--- src/rtl/hsc_pkg.sv ---
package hsc_pkg;

  // core clock
  localparam int unsigned CLK_HZ = 40_000_000;
  localparam int unsigned CLK_PERIOD_NS = 25;

  // capture serial clock rates and the resulting core cycles per bit
  localparam int unsigned SCLK_FAST_HZ = 8_000_000;
  localparam int unsigned SCLK_SLOW_HZ = 4_000_000;
  localparam logic [3:0] DIV_FAST = 4'(CLK_HZ / SCLK_FAST_HZ);
  localparam logic [3:0] DIV_SLOW = 4'(CLK_HZ / SCLK_SLOW_HZ);

  // pause between packages, in capture clock cycles
  localparam logic [3:0] GAP_SCLK_CYCLES = 4'h7;

  // waveform sample period
  localparam int unsigned SAMPLE_PERIOD_NS = 125_000;
  localparam int unsigned SAMPLE_CYCLES = SAMPLE_PERIOD_NS / CLK_PERIOD_NS;

  // capture_port_config field positions and reset value
  localparam int unsigned CFG_CLK_SLOW_BIT = 0;
  localparam int unsigned CFG_SIZE8_BIT = 1;
  localparam int unsigned CFG_GAP_BIT = 2;
  localparam int unsigned CFG_SET_LSB = 3;
  localparam int unsigned CFG_POL_BIT = 5;
  localparam logic [7:0] CFG_USED_MASK = 8'h3F;
  localparam logic [7:0] CFG_RESET = 8'h00;

  // word geometry
  localparam int unsigned NUM_WORDS = 16;
  localparam int unsigned SRC_W = 24;
  localparam int unsigned WORD_W = 32;

  // slot map: 0..5 phase samples, 6 neutral, 7..15 powers
  localparam logic [3:0] SLOT_FIRST = 4'h0;
  localparam logic [3:0] SLOT_NEUTRAL = 4'h6;
  localparam logic [3:0] SLOT_POWER_FIRST = 4'h7;
  localparam logic [3:0] SLOT_REACT_FIRST = 4'hD;

  // word-set codes
  localparam logic [1:0] SET_ALL = 2'h0;
  localparam logic [1:0] SET_WAVE = 2'h1;
  localparam logic [1:0] SET_POWER = 2'h2;
  localparam logic [1:0] SET_RESERVED = 2'h3;

  // words per set, minus one
  localparam logic [3:0] ALL_LAST = 4'hF;
  localparam logic [3:0] WAVE_LAST = 4'h6;
  localparam logic [3:0] POWER_LAST = 4'h8;

  typedef enum logic [1:0] {ST_IDLE, ST_LOAD, ST_SHIFT, ST_GAP} hsc_state_t;

  function automatic logic [3:0] hsc_first_slot(input logic [1:0] set);
    hsc_first_slot = (set == SET_POWER) ? SLOT_POWER_FIRST : SLOT_FIRST;
  endfunction : hsc_first_slot

  function automatic logic [3:0] hsc_words_last(input logic [1:0] set);
    unique case (set)
      SET_WAVE: hsc_words_last = WAVE_LAST;
      SET_POWER: hsc_words_last = POWER_LAST;
      default: hsc_words_last = ALL_LAST;
    endcase
  endfunction : hsc_words_last

endpackage : hsc_pkg

--- src/rtl/hsc_word_if.sv ---
`timescale 1ns/1ps
interface hsc_word_if;
  logic [3:0] slot;
  logic [31:0] word;

  modport requester (output slot, input word);
  modport provider (input slot, output word);
endinterface : hsc_word_if

--- src/rtl/hsc_word_mux.sv ---
`timescale 1ns/1ps
module hsc_word_mux
  import hsc_pkg::*;
#(
  parameter bit HAS_NEUTRAL = 1'b1,
  parameter bit HAS_REACTIVE = 1'b1
) (
  // source registers, slot 0 in the low bits
  input wire logic [NUM_WORDS*SRC_W-1:0] i_source_words,
  // word lookup
  hsc_word_if.provider bus
);

  function automatic logic [WORD_W-1:0] sign_extend(input logic [SRC_W-1:0] v);
    sign_extend = {{(WORD_W - SRC_W){v[SRC_W-1]}}, v};
  endfunction : sign_extend

  wire logic [SRC_W-1:0] raw;
  wire logic absent;

  assign raw = i_source_words[bus.slot * SRC_W +: SRC_W];
  // missing registers still occupy their slot so receivers keep a fixed frame
  assign absent = (!HAS_NEUTRAL && bus.slot == SLOT_NEUTRAL) ||
                  (!HAS_REACTIVE && bus.slot >= SLOT_REACT_FIRST);
  assign bus.word = absent ? 32'h0000_0000 : sign_extend(raw);

endmodule : hsc_word_mux

--- src/rtl/hsc_capture_tx.sv ---
`timescale 1ns/1ps
// Notes on behaviour
// - port stays off after reset; runs only when the enable bit is one
// - enable ignored while the host link is SPI; works only with I2C
// - every word from a present register is its 24-bit source sign-extended to 32 bits
// - full set: six phase samples, neutral, apparent, active, reactive powers
// - missing neutral or reactive registers send zero words in their slots
// - port is always master: makes serial clock, drives select and data
// - after reset data and select pins are driven high
// - serial clock 8 MHz when config bit 0 clear, 4 MHz when set
// - data changes on clock falling edge; receiver samples on rising edge
// - packages are 32 bits with config bit 1 clear, 8 bits when set
// - each word leaves most significant bit first
// - config bit 2 adds seven clock cycle gaps between packages
// - bits 4:3 pick all sixteen, seven waveform, or nine power words
// - word-set code 11 behaves as code 00
// - bit 5 sets select polarity; select idles during gaps
// - config bits 7:6 are ignored
// - burst each 125 us period; overlong bursts use every second period
// - burst length follows bit, gap and package timing exactly
// - config registers are written by the host slave interface
module hsc_capture_tx
  import hsc_pkg::*;
#(
  parameter int unsigned SAMPLE_PERIOD_CYCLES = SAMPLE_CYCLES,
  parameter bit HAS_NEUTRAL = 1'b1,
  parameter bit HAS_REACTIVE = 1'b1
) (
  // clock and reset
  input wire logic i_clk,
  input wire logic i_resetn,
  // register access from the host slave interface
  input wire logic i_cfg_write,
  input wire logic [7:0] i_cfg_wdata,
  output logic [7:0] o_cfg_rdata,
  input wire logic i_port_enable,
  input wire logic i_host_is_spi,
  // waveform and power source registers, slot 0 in the low bits
  input wire logic [NUM_WORDS*SRC_W-1:0] i_source_words,
  // capture link pins
  output logic o_capture_select_line,
  output logic o_capture_data_line,
  output logic o_capture_serial_clock,
  // status
  output logic o_port_active,
  output logic o_burst_active
);

  // reset release
  logic [1:0] rst_pipe;
  wire logic rst_n;

  always_ff @(posedge i_clk or negedge i_resetn) begin
    if (!i_resetn) begin
      rst_pipe <= 2'h0;
    end else begin
      rst_pipe <= {rst_pipe[0], 1'b1};
    end
  end

  assign rst_n = rst_pipe[1];

  // configuration register
  logic [7:0] cfg;

  always_ff @(posedge i_clk or negedge rst_n) begin
    if (!rst_n) begin
      cfg <= CFG_RESET;
    end else if (i_cfg_write) begin
      cfg <= i_cfg_wdata & CFG_USED_MASK;
    end
  end

  assign o_cfg_rdata = cfg;

  wire logic port_on;
  wire logic [1:0] live_set;

  assign port_on = i_port_enable && !i_host_is_spi;
  // reserved code folds onto the full set
  assign live_set = (cfg[CFG_SET_LSB +: 2] == SET_RESERVED) ? SET_ALL : cfg[CFG_SET_LSB +: 2];

  // waveform sample period
  logic [12:0] period_cnt;
  wire logic period_tick;

  assign period_tick = (period_cnt == 13'(SAMPLE_PERIOD_CYCLES - 1));

  always_ff @(posedge i_clk or negedge rst_n) begin
    if (!rst_n) begin
      period_cnt <= 13'h0000;
    end else if (period_tick) begin
      period_cnt <= 13'h0000;
    end else begin
      period_cnt <= period_cnt + 13'h0001;
    end
  end

  // word lookup
  hsc_word_if word_bus ();

  hsc_word_mux #(
    .HAS_NEUTRAL(HAS_NEUTRAL),
    .HAS_REACTIVE(HAS_REACTIVE)
  ) u_word_mux (
    .i_source_words(i_source_words),
    .bus(word_bus.provider)
  );

  // sequencer state
  hsc_state_t state;
  logic lat_slow;
  logic lat_size8;
  logic lat_gap;
  logic lat_pol;
  logic [3:0] rd_slot;
  logic [3:0] words_left;
  logic [31:0] shreg;
  logic [3:0] phase;
  logic [4:0] bit_idx;
  logic [6:0] gap_cnt;

  assign word_bus.slot = rd_slot;

  // bit timing
  wire logic [3:0] div;
  wire logic [3:0] low_len;
  wire logic bit_end;
  wire logic word_end;
  wire logic pkg_end;
  wire logic burst_end;
  wire logic gap_done;
  wire logic [6:0] gap_len;
  wire logic start_burst;
  wire logic sel_active;
  wire logic sel_idle;

  assign div = lat_slow ? DIV_SLOW : DIV_FAST;
  // odd divisor: clock spends the extra cycle low
  assign low_len = div - (div >> 1);
  assign bit_end = (state == ST_SHIFT) && (phase == div - 4'h1);
  assign word_end = bit_end && (bit_idx == 5'h1F);
  assign pkg_end = bit_end && (lat_size8 ? (bit_idx[2:0] == 3'h7) : word_end);
  assign burst_end = word_end && (words_left == 4'h0);
  // widen before the product so the slow gap of 70 cycles is not cut to four bits
  assign gap_len = 7'(GAP_SCLK_CYCLES) * 7'(div);
  assign gap_done = (state == ST_GAP) && (gap_cnt == gap_len - 7'h01);
  // a tick that finds a burst still running is skipped
  assign start_burst = port_on && period_tick && (state == ST_IDLE);
  assign sel_active = lat_pol;
  assign sel_idle = ~lat_pol;

  always_ff @(posedge i_clk or negedge rst_n) begin
    if (!rst_n) begin
      state <= ST_IDLE;
    end else if (!port_on) begin
      state <= ST_IDLE;
    end else begin
      unique case (state)
        ST_IDLE: state <= start_burst ? ST_LOAD : ST_IDLE;
        ST_LOAD: state <= ST_SHIFT;
        ST_SHIFT: begin
          if (burst_end) begin
            state <= ST_IDLE;
          end else if (pkg_end && lat_gap) begin
            state <= ST_GAP;
          end
        end
        ST_GAP: state <= gap_done ? ST_SHIFT : ST_GAP;
      endcase
    end
  end

  // settings latched at burst start
  always_ff @(posedge i_clk or negedge rst_n) begin
    if (!rst_n) begin
      lat_slow <= 1'b0;
      lat_size8 <= 1'b0;
      lat_gap <= 1'b0;
      lat_pol <= 1'b0;
    end else if (start_burst) begin
      lat_slow <= cfg[CFG_CLK_SLOW_BIT];
      lat_size8 <= cfg[CFG_SIZE8_BIT];
      lat_gap <= cfg[CFG_GAP_BIT];
      lat_pol <= cfg[CFG_POL_BIT];
    end
  end

  // word walk: rd_slot always points at the next word to load
  always_ff @(posedge i_clk or negedge rst_n) begin
    if (!rst_n) begin
      rd_slot <= SLOT_FIRST;
      words_left <= 4'h0;
    end else if (start_burst) begin
      rd_slot <= hsc_first_slot(live_set);
      words_left <= hsc_words_last(live_set);
    end else if (state == ST_LOAD || (word_end && !burst_end)) begin
      rd_slot <= rd_slot + 4'h1;
      words_left <= (state == ST_LOAD) ? words_left : words_left - 4'h1;
    end
  end

  // shifter
  always_ff @(posedge i_clk or negedge rst_n) begin
    if (!rst_n) begin
      shreg <= 32'h0000_0000;
    end else if (state == ST_LOAD || word_end) begin
      shreg <= word_bus.word;
    end else if (bit_end) begin
      shreg <= {shreg[30:0], 1'b0};
    end
  end

  // bit phase and bit index
  always_ff @(posedge i_clk or negedge rst_n) begin
    if (!rst_n) begin
      phase <= 4'h0;
      bit_idx <= 5'h00;
    end else if (state != ST_SHIFT) begin
      phase <= 4'h0;
      bit_idx <= (state == ST_GAP) ? bit_idx : 5'h00;
    end else if (bit_end) begin
      phase <= 4'h0;
      bit_idx <= bit_idx + 5'h01;
    end else begin
      phase <= phase + 4'h1;
    end
  end

  // gap timer
  always_ff @(posedge i_clk or negedge rst_n) begin
    if (!rst_n) begin
      gap_cnt <= 7'h00;
    end else if (state == ST_GAP) begin
      gap_cnt <= gap_cnt + 7'h01;
    end else begin
      gap_cnt <= 7'h00;
    end
  end

  // pin drivers
  logic next_sel;
  logic next_data;
  logic next_sclk;

  always_comb begin
    next_sel = o_capture_select_line;
    next_data = o_capture_data_line;
    next_sclk = o_capture_serial_clock;
    if (!port_on) begin
      // pins stay high while the port is off
      next_sel = 1'b1;
      next_data = 1'b1;
      next_sclk = 1'b1;
    end else begin
      unique case (state)
        ST_IDLE: begin
          next_sel = ~cfg[CFG_POL_BIT];
          next_data = 1'b1;
          next_sclk = 1'b1;
        end
        ST_LOAD: begin
          next_sel = sel_active;
        end
        ST_SHIFT: begin
          if (burst_end) begin
            next_sel = sel_idle;
            next_data = 1'b1;
            next_sclk = 1'b1;
          end else if (pkg_end && lat_gap) begin
            next_sel = sel_idle;
            next_sclk = 1'b1;
          end else if (phase == 4'h0) begin
            next_sclk = 1'b0;
            next_data = shreg[31];
          end else if (phase == low_len) begin
            next_sclk = 1'b1;
          end
        end
        ST_GAP: begin
          next_sel = gap_done ? sel_active : sel_idle;
          next_sclk = 1'b1;
        end
      endcase
    end
  end

  always_ff @(posedge i_clk or negedge rst_n) begin
    if (!rst_n) begin
      o_capture_select_line <= 1'b1;
      o_capture_data_line <= 1'b1;
      o_capture_serial_clock <= 1'b1;
    end else begin
      o_capture_select_line <= next_sel;
      o_capture_data_line <= next_data;
      o_capture_serial_clock <= next_sclk;
    end
  end

  // status
  always_ff @(posedge i_clk or negedge rst_n) begin
    if (!rst_n) begin
      o_port_active <= 1'b0;
      o_burst_active <= 1'b0;
    end else begin
      o_port_active <= port_on;
      o_burst_active <= port_on && (start_burst || (state != ST_IDLE && !burst_end));
    end
  end

endmodule : hsc_capture_tx

--- config.mk ---
export PLATFORM = sky130hd
export DESIGN_NAME = hsc_capture_tx
export DESIGN_NICKNAME = d
export VERILOG_FILES = /design/src/rtl/hsc_pkg.sv /design/src/rtl/hsc_word_if.sv /design/src/rtl/hsc_word_mux.sv /design/src/rtl/hsc_capture_tx.sv
export SDC_FILE = /design/constraint.sdc
export NUM_CORES = 1
export LEC_CHECK = 0
export ABC_AREA = 1
export BUFFER_PORTS_ARGS = -buffer_cell sky130_fd_sc_hd__buf_2
export CAP_MARGIN = 10
export CORE_AREA = 2 2 161 163
export CTS_BUF_LIST = sky130_fd_sc_hd__clkbuf_16
export CTS_CLUSTER_SIZE = 40
export DETAILED_ROUTE_END_ITERATION = 10
export DIE_AREA = 0 0 163 165
export GPL_ROUTABILITY_DRIVEN = 0
export GPL_TIMING_DRIVEN = 0
export PLACE_DENSITY = 0.67
export SETUP_SLACK_MARGIN = 0.05
export SLEW_MARGIN = 15
export SYNTH_ARGS = -nofsm -noshare
export SYNTH_HDL_FRONTEND = slang
export SYNTH_SLANG_ARGS = --single-unit
export TNS_END_PERCENT = 10
--- constraint.sdc ---
create_clock -name i_clk -period 6 [get_ports i_clk]
set_input_delay 0.9 -clock i_clk [delete_from_list [all_inputs] [get_ports i_clk]]
set_output_delay 0.9 -clock i_clk [all_outputs]
set_load 0.05 [all_outputs]
Word level (Yosys, flattened, before mapping)
Cells that the tools add are included.

Output and inout port bits: 13. Bits of input ports: 397. Logic and storage cells: 124. Bits in registers: 88.

$add $sub $neg: 9. Multiply operators: 2. Equal/unequal tests: 21. Shifts and indexed selects: 1. Muxes and demuxes: 41. Reduce and logical (&&, ||, !) cells: 29. Bitwise logic cells: 2.

Operator list (number): indexed part select 384 x 10 -> 24 bit (1); two-way mux 32 bit (2); two-way mux 4 bit (8); two-way mux 1 bit (16); two-way mux 5 bit (3); adder 13 x 1 -> 13 bit (second input constant) (1); equality test 13 bit (second input constant) (1); two-way mux 13 bit (1); logical AND 1 bit (12); adder 4 x 1 -> 4 bit (second input constant) (2); equality test 2 bit (second input constant) (4); equality test 4 bit (2); logical NOT 4 bit (2); two-way mux 2 bit (4); inequality test 4 x 3 -> 1 bit (second input constant) (2); one-hot mux 2 bit (4 select lines) (1); one-hot mux 4 bit (2 select lines) (1); nonzero test 2 bit (4); subtractor 4 x 1 -> 4 bit (second input constant) (2); adder 7 x 1 -> 7 bit (second input constant) (1); equality test 7 bit (1); multiplier 3 x 4 -> 7 bit (first input constant) (1); two-way mux 7 bit (1); subtractor 7 x 1 -> 7 bit (second input constant) (1); 21 further kinds (31).

Longest topological paths before layout
Gate-level depths: netlist of the first run.

Word-level depth: 12. Depth in mapped cells: 13. Depth with buffers taken out: 13.

By module
Synthesis of the first run repeated with hierarchy kept, for this count alone.

Cell total of the unflattened synthesis: 1727. Area, all modules: 9415.3 µm².

Modules (own cells, without submodules): hsc_word_mux (area an instance 4888.4 µm², times used 1, sequential area each 0.0 µm², cells each 1170); hsc_capture_tx (area an instance 4526.8 µm², times used 1, sequential area each 2205.9 µm², cells each 557).

Worst setup path after synthesis of the first run
No wires, ideal clock.

Kind: input to register. From: input i_port_enable. To: register state[1]. Path slack: 4118 ps. Buffers on the path: 1. Library setup time: 118 ps. Arrival: 1764 ps. Data required time: 5882 ps. Stages: 8. Path through: inv_1 > nor2_1 > clkbuf_1 > nand2_1 > nor2_1 > inv_1 > nand3_1 > nand2_1.

Cells in the longest elaborated chain, start to end: 2. Elaborated cells on any way between the ends: 3. Those cells by class: eq/ne: 1; mux: 1; reduce/logical: 1.

Ends and longest elaborated chain: from (decl) (line hsc_capture_tx.sv:36) `input wire logic i_port_enable,`; logical AND 1 bit * (line hsc_capture_tx.sv:79) `assign port_on = i_port_enable && !i_host_is_spi;`; via port_on (line hsc_capture_tx.sv:76) `wire logic port_on;`; inequality test 4 x 3 -> 1 bit (no line) or two-way mux 2 bit (tied branches); to (signal assigned) (line hsc_capture_tx.sv:160) `ST_IDLE: state <= start_burst ? ST_LOAD : ST_IDLE;`; to (signal assigned) (line hsc_capture_tx.sv:169) `ST_GAP: state <= gap_done ? ST_SHIFT : ST_GAP;`; to (decl) (line hsc_capture_tx.sv:111) `hsc_state_t state;`.

The timed path passes the listed nets; every way through them passes the cells marked *. A chain may end at the register's enable or synchronous reset.

Final worst setup path of the first run
From: register rd_slot[0]. To: register shreg[3].

Cells in the longest elaborated chain, start to end: 3.

Ends and longest elaborated chain: from (decl) (line hsc_capture_tx.sv:116) `logic [3:0] rd_slot;`; from (signal assigned) (line hsc_capture_tx.sv:195) `rd_slot <= hsc_first_slot(live_set);`; from (signal assigned) (line hsc_capture_tx.sv:198) `rd_slot <= rd_slot + 4'h1;`; multiplier 4 x 2 -> 6 bit (line hsc_word_mux.sv:21) `assign raw = i_source_words[bus.slot * SRC_W +: SRC_W];`; indexed part select 384 x 10 -> 24 bit (line hsc_word_mux.sv:21); two-way mux 32 bit (line hsc_capture_tx.sv:207) `end else if (state == ST_LOAD || word_end) begin`; to (signal assigned) (line hsc_capture_tx.sv:208) `shreg <= word_bus.word;`; to (signal assigned) (line hsc_capture_tx.sv:210) `shreg <= {shreg[30:0], 1'b0};`; to (decl) (line hsc_capture_tx.sv:118) `logic [31:0] shreg;`.

No other way between the ends.

==> qor.txt, run 1 <==
CTS Buf Count = 9
Sequential share of power = 43.4%
Startpoint Class = flop
Critical path endpoint = shreg[3]
First-pass GRT wire length = 63,200 um
Worst reg-to-reg path cell count = 10
Total core area = 0.0250 sq mm
Share of cells above drive strength 1 = 29.8%
Crit-path cells = buf_6, inv_2, buf_6, clkbuf_1, o21ai_0, o221ai_1, nand3_1, nand3_1, nand2_1, nand2_1
Fmax = 0.360 GHz
Gates resized, CTS repair = 0
Final Setup Violations = 0
Reg2Reg Capture Point = shreg[3]
Vias in the first global route = 10,400
H-tree depth = 3
FF+latch area = 0.00221 sq mm
Die area = 0.0269 sq mm
Logic pwr share = 17.0%
TritonCTS clock tree = built
Syn avg cell area = 6.36 sq um
Fin nets = 2,074
Largest net degree at the start of global routing = 49
Total global-route track usage = 32.1%
Worst slew pin tran = 0.887 ns
Unique masters post-synth = 40
Vias per cell = 5.63
Post-Route WL = 44,500 um
Total negative slack = 0 ns
Critical-path top delay cell = dfrtp_1
Area of the multi-input gates = 0.00497 sq mm
Clock network fraction of total power = 39.5%
CTS sink cnt = 88
Fillers = 2,669
Unrepaired setup endpoints after global routing = no
Final critical-path required period = 2.78 ns
Syn Inst Count = 1,242
Drt initial violations = 1,422
Area grow syn2layout = 35.3%
Clock Pin Slew Worst Setup and Hold Paths = 0.06 ns
Post-DP HPWL = 36,400 um
Num ports = 410
Skew-Pair Late Insertion Delay = 0.34 ns
Die width = 163 um
Die Height = 165 um
Hold_buf cts = 0
Clk root buf = clkbuf_16
Worst slew margin = 40.9%
P_leak = 5.07 nW
Worst Hold Class = reg -> async
Crit. End Element = flop
CP Launch Point = rd_slot[0]
Clock buffer depth = 2
Reg-to-reg startpoint = rd_slot[0]
Maximum Capacitance Violations = 0
Arrival time worst endpoint = 3.01 ns
ANT nets after route = 0
CP required = 6.23 ns
Critical path class = reg -> reg
PwrDens = 131 mW/mm^2
Slowest stage delay, CP = 0.58 ns
R2r setup slk = 3.22 ns
Final number of hold-violating endpoints = 0
DR WL/cell = 22.2 um
Final clock skew = 0.0112 ns
Net switching power = 363 uW
Outcome = finished, final reports clean
Initial antenna violation count = 19
Final cell utilization of the core = 42.7%
Initial DRT Pass Iterations = 5
Worst VDD drop = 0.000195 V
Cell area after synthesis = 0.00791 sq mm
Final period util = 46.3%
Setup Fix Bufs, Post-CTS = 0
Post-synthesis sequential area ratio = 27.9%
FF+latch count, synth = 88
WP buf/inv = 4
Core Rows = 58
Post-route DRC = 0
Initial core utilization = 31.6%
Worst Path Max Fanout = 10
Buffers on Ports = 405
Total gr overflow = 0
Switch share = 26.0%
Crit path max-delay family = compound AO/OA/AOI/OAI gates
Internal power = 1.03 mW
Yosys warns = 0
Max Slew Vio Count = 0
Stages on worst setup path = 10
DR vias = 11,300
[final cells by class]
type | count | share of cell area (%)
antenna | 12 | 0.281
buffer | 95 | 4.42
clock buffer | 9 | 2.11
clock inverter | 7 | 0.585
inverter | 69 | 2.42
multi-input combinational | 991 | 46.5
sequential | 88 | 20.7
tap | 330 | 3.86
timing repair buffer | 406 | 19.2
[through the flow]
stage	power [mW]	instances	worst slack [ns]	hold WS, ns	area, sq um
2_1_floorplan	0.680	1243	3.37	0.331	7910
3_3_place_gp	0.845	1978	2.30	0.335	10300
3_5_place_dp	0.848	1979	3.48	0.327	10400
4_1_cts	1.40	1995	3.47	0.329	10700
5_1_grt	1.45	1999	3.19	0.328	10700
6_report	1.40	2007	3.22	0.321	10700
[per-layer routing]
metal,track usage (%),vias up,part of all wire [%]
li1,-,5100,-
met1,42.6,5246,41
met2,47.7,808,41
met3,13.9,135,15
met4,8.33,14,2.9
met5,0,-,0.20
[placed cells by master (no fill, tap or decap), types with 4 or more instances in the layout]
cell type    n
clkbuf_1    49
o221ai_1    45
diode_2     12
o21ai_0    226
o211ai_1    48
xor2_1       6
o21ai_1      8
nand2_1    161
nor2_1     301
nand4_1     10
buf_1        6
nand3_1    100
inv_2        7
buf_6        7
clkbuf_16    9
nand2_2      4
ha_1        17
buf_4        5
a21oi_2      9
a21oi_1     17
inv_1       64
dfrtp_1     84
buf_2      432
nor3_1      10
[worst register-to-register path: cells and delay by family (launching register included)]
family,cells,cell delay (ns)
compound gates,2,0.98
buf+inv,4,0.69
flops,1,0.58
simple gates,4,0.43
[cells in the mapped netlist]
library cell / instances / area [sq um]
a21boi_0: 1 / 7.51
a21oi_1: 17 / 85.1
a21oi_2: 9 / 78.8
a31oi_1: 1 / 6.26
and3_1: 2 / 12.5
buf_1: 6 / 22.5
buf_2: 27 / 135
buf_4: 5 / 37.5
buf_6: 7 / 78.8
buf_8: 1 / 15.0
clkbuf_1: 49 / 184
conb_1: 2 / 7.51
dfrtp_1: 85 / 2130
dfstp_2: 3 / 78.8
ha_1: 17 / 213
inv_1: 62 / 233
inv_2: 7 / 26.3
nand2_1: 161 / 604
nand2_2: 4 / 25.0
nand2_4: 1 / 11.3
nand2_8: 2 / 40.0
nand3_1: 100 / 500
nand3_2: 2 / 20.0
nand3b_1: 1 / 7.51
nand4_1: 10 / 62.6
nor2_1: 301 / 1130
nor2_2: 2 / 12.5
nor2_8: 1 / 20.0
nor3_1: 10 / 50.1
nor3b_1: 1 / 7.51
nor4_1: 3 / 18.8
o211ai_1: 48 / 360
o21ai_0: 226 / 1130
o21ai_1: 8 / 40.0
o21ai_2: 3 / 26.3
o221ai_1: 45 / 394
o22ai_1: 1 / 6.26
or2_2: 3 / 18.8
xnor2_1: 2 / 17.5
xor2_1: 6 / 52.6
[power by group through the flow]
stage	sequential, mW	combinational, mW	clock (mW)
2_1_floorplan	0.636	0.0440	0
6_report	0.607	0.238	0.553
4_1_cts	0.607	0.231	0.561
3_3_place_gp	0.624	0.221	0
3_5_place_dp	0.618	0.230	0
5_1_grt	0.608	0.251	0.589
[registers in the layout, summed over array words and instances, names as in the netlist, 2 cells and up]
name	cells
period_cnt	13
words_left	4
bit_idx	5
rd_slot	4
phase	4
rst_pipe	2
o_cfg_rdata	6
state	2
gap_cnt	7
shreg	32
[kinds of logic after synthesis]
| kind of cell | after synthesis | share of synthesized area, % |
|---|---|---|
| flip-flops | 88 | 27.9 |
| XOR/XNOR | 8 | 0.886 |
| adder cells (fa/ha/maj) | 17 | 2.69 |
| AO/OA/AOI/OAI | 359 | 27.0 |
| buffers and inverters | 164 | 9.26 |
| AND/OR/NAND/NOR | 604 | 32.1 |
| other | 2 | 0.0950 |
[worst min-delay path by stage]
stage | start | end | depth (start not counted)
6_report | rst_pipe[1] | gap_cnt[3] | 0
5_1_grt | i_resetn | rst_pipe[1] | 1
4_1_cts | i_resetn | rst_pipe[1] | 1
3_5_place_dp | rst_pipe[1] | o_cfg_rdata[0] | 0
3_3_place_gp | rst_pipe[0] | rst_pipe[1] | 0
2_1_floorplan | rst_pipe[0] | rst_pipe[1] | 0
Note: power is estimated with default switching activity, not from simulation.
==> run 2, diff against run 1 <==
- CORE_AREA: 2 2 161 163 -> 2 2 158 160
- DIE_AREA: 0 0 163 165 -> 0 0 160 162
- PLACE_DENSITY: 0.67 -> 0.69
- clock period: 6 -> 2.9 ns (I/O delays scaled with it)
==> run 2 against run 1 <==
Combinational power increased by 110%; critical path type unchanged; maximum frequency increased by 1.6%; die area decreased by 3.6%; largest power group unchanged; cell count about the same; first-iteration DRC count increased by 28%; sequential cell count unchanged; clock skew decreased by 0.0047 ns; worst setup slack got worse by 3.1 ns; register-to-register slack got worse by 3.1 ns; critical path depth decreased by 2; via count increased by 1.8%; sequential share of layout area about the same.
==> qor.txt, run 2 (synthesis gave the netlist of run 1 again) <==
CP required = 3.14 ns (was 6.23 ns)
Critical-path top delay cell = clkbuf_1 (was dfrtp_1)
Final Setup Violations = 0 (unchanged)
Arrival time worst endpoint = 2.97 ns (was 3.01 ns)
PwrDens = 270 mW/mm^2 (was 131 mW/mm^2)
Min-delay src = i_cfg_wdata[5]
DR vias = 11,500 (was 11,300)
Num ports = 410 (unchanged)
H-tree depth = 3 (unchanged)
Top reg by flops = shreg (unchanged)
Hold slack = 0.292 ns (was 0.321 ns)
Final period util = 94.3% (was 46.3%)
Post-Route WL = 45,500 um (was 44,500 um)
CTS Buf Count = 9 (unchanged)
Die area = 0.0259 sq mm (was 0.0269 sq mm)
Final cell utilization of the core = 44.4% (was 42.7%)
TritonCTS clock tree = built (unchanged)
Final number of hold-violating endpoints = 0 (unchanged)
Drt initial violations = 1,823 (was 1,422)
Critical path class = reg -> reg (unchanged)
Total global-route track usage = 33.8% (was 32.1%)
Skew-Pair Late Insertion Delay = 0.35 ns (was 0.34 ns)
Post-DP HPWL = 36,900 um (was 36,400 um)
Final clock skew = 0.00657 ns (was 0.0112 ns)
Initial antenna violation count = 21 (was 19)
Placement Cell Area = 0.0104 sq mm (about the same)
Worst slew pin tran = 0.890 ns (was 0.887 ns)
Final critical-path required period = 2.74 ns (was 2.78 ns)
Post-route DRC = 0 (unchanged)
Die Height = 162 um (was 165 um)
Slowest stage delay, CP = 0.57 ns (was 0.58 ns)
Initial core utilization = 32.8% (was 31.6%)
Total negative slack = 0 ns (unchanged)
Post-route cell area = 0.0107 sq mm (about the same)
Commonest non-fill, non-tap cell in the layout = buf_2 (unchanged)
Setup Fix Bufs, Post-CTS = 0 (unchanged)
Share of cells above drive strength 1 = 29.8% (about the same)
Fmax = 0.366 GHz (was 0.360 GHz)
Worst Path Max Fanout = 10 (unchanged)
Maximum Capacitance Violations = 0 (unchanged)
Area grow syn2layout = 35.4% (was 35.3%)
Total core area = 0.0241 sq mm (was 0.0250 sq mm)
Total gr overflow = 0 (unchanged)
Startpoint Class = flop (unchanged)
Most frequent cells in the layout = buf_2, nor2_1, o21ai_0 (unchanged)
ANT nets after route = 0 (unchanged)
Reg-to-reg startpoint = rd_slot[3] (was rd_slot[0])
Worst Hold Depth = 3
Worst slew margin = 40.7% (was 40.9%)
Largest regs = shreg x32, period_cnt x13, gap_cnt x7 (unchanged)
Worst Hold Class = in -> reg (was reg -> async)
CTS sink cnt = 88 (unchanged)
Vias in the first global route = 10,700 (was 10,400)
Vias per cell = 5.74 (was 5.63)
WHS Endpoint = o_cfg_rdata[5]
Fin nets = 2,075 (was 2,074)
Clock Pin Slew Worst Setup and Hold Paths = 0.06 ns (about the same)
Worst VDD drop = 0.000327 V (was 0.000195 V)
Buffers on Ports = 405 (unchanged)
P_leak = 5.08 nW (was 5.07 nW)
Clock buffer depth = 2 (unchanged)
Die width = 160 um (was 163 um)
Largest net degree at the start of global routing = 47 (was 49)
Max Slew Vio Count = 0 (unchanged)
Worst reg-to-reg path cell count = 8 (was 10)
Core Rows = 57 (was 58)
Unrepaired setup endpoints after global routing = no (unchanged)
Initial DRT Pass Iterations = 5 (unchanged)
R2r setup slk = 0.16 ns (was 3.22 ns)
Reg2Reg Capture Point = shreg[3] (unchanged)
DR WL/cell = 22.7 um (was 22.2 um)
First-pass GRT wire length = 65,000 um (was 63,200 um)
Max reg flops = 32 (unchanged)
Crit-path cells = clkbuf_1, inv_2, clkbuf_1, o221ai_1, nand3_1, nand3_1, nand2_1, nand2_1 (was buf_6, inv_2, buf_6, clkbuf_1, o21ai_0, o221ai_1, nand3_1, nand3_1, nand2_1, nand2_1)
Clk root buf = clkbuf_16 (unchanged)
Outcome = finished, final reports clean (unchanged)
Crit. End Element = flop (unchanged)
Total chip power = 2.89 mW (was 1.40 mW)
run 2: stage by stage:
stage | worst slack, ns | instances
6_report | 0.165 | 2006
5_1_grt | 0.163 | 1994
4_1_cts | 0.269 | 1990
3_5_place_dp | 0.286 | 1973
3_3_place_gp | -0.831 | 1972
2_1_floorplan | 0.273 | 1243
run 2: report_power, final:
group          leakage [nW]  switching [mW]  total (mW)  internal (mW)
registers              1.01          0.0185        1.26           1.24
logic                  3.92           0.254       0.496          0.242
clock network         0.147           0.485        1.14          0.652
run 2: worst max-delay path by stage:
stage / end / start / cells past startpoint
after floorplan: bit_idx[0] / rst_pipe[1] / 0
after global placement: shreg[10] / rst_pipe[1] / 0
after detailed placement: shreg[17] / rd_slot[3] / 8
after CTS: shreg[17] / rd_slot[3] / 8
after global routing: shreg[3] / rd_slot[1] / 9
final: shreg[3] / rd_slot[3] / 8
run 2: critical path, delay by kind of cell (launching register included):
| kind | cells | cell delay [ns] |
|---|---|---|
| buffers and inverters | 3 | 1.33 |
| AND/OR/NAND/NOR | 4 | 0.46 |
| AO/OA/AOI/OAI | 1 | 0.46 |
| flip-flops | 1 | 0.36 |
run 2: per-layer routing:
| metal | track usage, % | vias to the layer above | share of wire [%] |
|---|---|---|---|
| li1 | - | 5103 | - |
| met1 | 43.9 | 5380 | 40 |
| met2 | 50.3 | 873 | 41 |
| met3 | 15.9 | 137 | 16 |
| met4 | 9.34 | 14 | 2.9 |
| met5 | 0 | - | 0.18 |
run 2: cell type report:
class                           instances  area [sq um]
Antenna cell                           16          40.0
Buffer                                 95           474
Clock buffer                            9           225
Clock inverter                          7          55.1
Fill cell                            2681         13400
Inverter                               69           259
Multi-Input combinational cell        991          4970
Sequential cell                        88          2210
Tap cell                              324           405
Timing Repair Buffer                  407          2060
run 2: what timing repair did:
action,in CTS,in global routing
hold buffers,1,0
resized for setup,0,2
setup endpoints to repair,0,1
hold endpoints to repair,2,0
==> run 3, diff against run 2 <==
- CORE_AREA: 2 2 158 160 -> default
- CORE_ASPECT_RATIO: default -> 0.7
- CORE_MARGIN: default -> 2
- CORE_UTILIZATION: default -> 35
- DIE_AREA: 0 0 160 162 -> default
- GPL_TIMING_DRIVEN: 0 -> 1
- PLACE_DENSITY: 0.69 -> 0.72
- clock period: 2.9 -> 3.4 ns (I/O delays scaled with it)
==> run 3 against run 2 <==
Maximum frequency up 6.1%; sequential power is 14% lower; sequential share of layout area grew 0.89 points; global-route usage down 6.9 points; critical path depth increased by 2; cell count fell by 6.5%; final area fell by 3.7%; largest cell class unchanged; largest power group unchanged.
==> qor.txt, run 3 (synthesis gave the netlist of run 1 again) <==
Die width = 184 um (was 160 um)
Fillers = 2,268 (was 2,681)
DR vias = 10,100 (was 11,500)
Worst VDD drop = 0.000202 V (was 0.000327 V)
Initial core utilization = 36.1% (was 32.8%)
Maximum Capacitance Violations = 0 (unchanged)
Critical-path top delay cell = dfrtp_4 (was clkbuf_1)
Fmax = 0.388 GHz (was 0.366 GHz)
PwrDens = 235 mW/mm^2 (was 270 mW/mm^2)
CP required = 3.66 ns (was 3.14 ns)
Core Rows = 45 (was 57)
Area grow syn2layout = 30.3% (was 35.4%)
Post-Route WL = 33,100 um (was 45,500 um)
Final number of hold-violating endpoints = 0 (unchanged)
First-pass GRT wire length = 49,900 um (was 65,000 um)
Vias per cell = 5.40 (was 5.74)
Worst Path Max Fanout = 74 (was 10)
Clock Pin Slew Worst Setup and Hold Paths = 0.06 ns (about the same)
Most frequent cells in the layout = buf_2, nor2_1, o21ai_0 (unchanged)
Max reg flops = 32 (unchanged)
Total chip power = 2.42 mW (was 2.89 mW)
Outcome = finished, final reports clean (unchanged)
Largest net degree at the start of global routing = 144 (was 47)
DR WL/cell = 17.7 um (was 22.7 um)
H-tree depth = 3 (unchanged)
Skew-Pair Late Insertion Delay = 0.33 ns (was 0.35 ns)
TritonCTS clock tree = built (unchanged)
Final period util = 75.8% (was 94.3%)
R2r setup slk = 0.82 ns (was 0.16 ns)
Total core area = 0.0219 sq mm (was 0.0241 sq mm)
Crit. End Element = flop (unchanged)
Final clock skew = 0.00654 ns (was 0.00657 ns)
Final critical-path required period = 2.58 ns (was 2.74 ns)
Drt initial violations = 995 (was 1,823)
Initial DRT Pass Iterations = 6 (was 5)
ANT nets after route = 0 (unchanged)
Clock buffer depth = 2 (unchanged)
Critical path class = reg -> reg (unchanged)
Total negative slack = 0 ns (unchanged)
Clk root buf = clkbuf_16 (unchanged)
Die area = 0.0238 sq mm (was 0.0259 sq mm)
Arrival time worst endpoint = 2.84 ns (was 2.97 ns)
Fin nets = 1,994 (was 2,075)
Final cell utilization of the core = 47.0% (was 44.4%)
Unrepaired setup endpoints after global routing = no (unchanged)
Crit-path cells = inv_6, buf_4, nor2_1, nor2_1, o21ai_0, o211ai_1, nand3_1, nand2_1, nand2_1, a21oi_1 (was clkbuf_1, inv_2, clkbuf_1, o221ai_1, nand3_1, nand3_1, nand2_1, nand2_1)
Largest regs = shreg x32, period_cnt x13, gap_cnt x7 (unchanged)
Total global-route track usage = 26.9% (was 33.8%)
Post-DP HPWL = 25,500 um (was 36,900 um)
Worst Hold Class = reg -> reg (was in -> reg)
Post-route DRC = 0 (unchanged)
Slowest stage delay, CP = 0.67 ns (was 0.57 ns)
Die Height = 130 um (was 162 um)
Share of cells above drive strength 1 = 30.0% (was 29.8%)
Num ports = 410 (unchanged)
Top reg by flops = shreg (unchanged)
Total gr overflow = 0 (unchanged)
Commonest non-fill, non-tap cell in the layout = buf_2 (unchanged)
Max Slew Vio Count = 0 (unchanged)
Startpoint Class = flop (unchanged)
Initial antenna violation count = 18 (was 21)
Worst slew pin tran = 0.918 ns (was 0.890 ns)
CTS sink cnt = 88 (unchanged)
Buffers on Ports = 405 (unchanged)
P_leak = 4.90 nW (was 5.08 nW)
CTS Buf Count = 9 (unchanged)
Vias in the first global route = 9,316 (was 10,700)
Worst slew margin = 38.8% (was 40.7%)
Setup Fix Bufs, Post-CTS = 0 (unchanged)
Final Setup Violations = 0 (unchanged)
-- run 3: through the flow --
stage / hold WS, ns / instances / area [sq um] / worst slack (ns)
floorplan: 0.214 / 1243 / 7910 / 0.773
global placement: 0.295 / 1850 / 9980 / 0.927
detailed placement: 0.298 / 1850 / 9980 / 0.885
CTS: 0.367 / 1867 / 10300 / 0.878
global route: 0.372 / 1876 / 10300 / 0.627
finish: 0.360 / 1876 / 10300 / 0.822
-- run 3: worst paths after layout --
kind,from,endpoint,depth (start not counted)
setup / recovery,rd_slot[0],shreg[12],10
hold / removal,rst_pipe[0],rst_pipe[1],0
setup reg to reg,rd_slot[0],shreg[12],10
hold reg to reg,rst_pipe[0],rst_pipe[1],0
max in group asynchronous,rst_pipe[1],period_cnt[2],1
min in group asynchronous,rst_pipe[1],o_cfg_rdata[3],0
-- run 3: routing by layer --
| layer | up-vias | share of wire (%) | global-route usage [%] |
|---|---|---|---|
| met2 | 533 | 46 | 44.3 |
| met3 | 82 | 8.5 | 5.11 |
| met4 | 0 | 4.3 | 12.4 |
| met1 | 4591 | 41 | 34.6 |
| met5 | - | 0 | 0 |
| li1 | 4919 | - | - |
-- run 3: cell type report --
| class | instances | area [sq um] | area share [%] |
|---|---|---|---|
| Timing Repair Buffer | 421 | 2190 | 21.2 |
| Multi-Input combinational cell | 991 | 4970 | 48.2 |
| Tap cell | 282 | 353 | 3.42 |
| Clock buffer | 9 | 225 | 2.19 |
| Sequential cell | 88 | 2220 | 21.5 |
| Antenna cell | 9 | 22.5 | 0.219 |
| Inverter | 69 | 264 | 2.56 |
| Clock inverter | 7 | 62.6 | 0.607 |
-- run 3: power breakdown --
group / switching [mW] / leakage [nW] / internal, mW
clock: 0.405 / 0.136 / 0.562
combinational: 0.172 / 3.76 / 0.201
sequential: 0.0207 / 1.00 / 1.06
-- run 3: what timing repair did --
item,4_1_cts,5_1_grt
hold buffers,1,0
gates resized for setup,0,0
hold endpoints to repair,2,0
-- run 3: critical path: cells and delay by family, from the launching register on --
kind / cells / cell delay [ns]
AOI/OAI and AO/OA: 3 / 0.40
and+or+nand+nor: 5 / 0.53
buffers and inverters: 2 / 0.83
DFF: 1 / 0.67
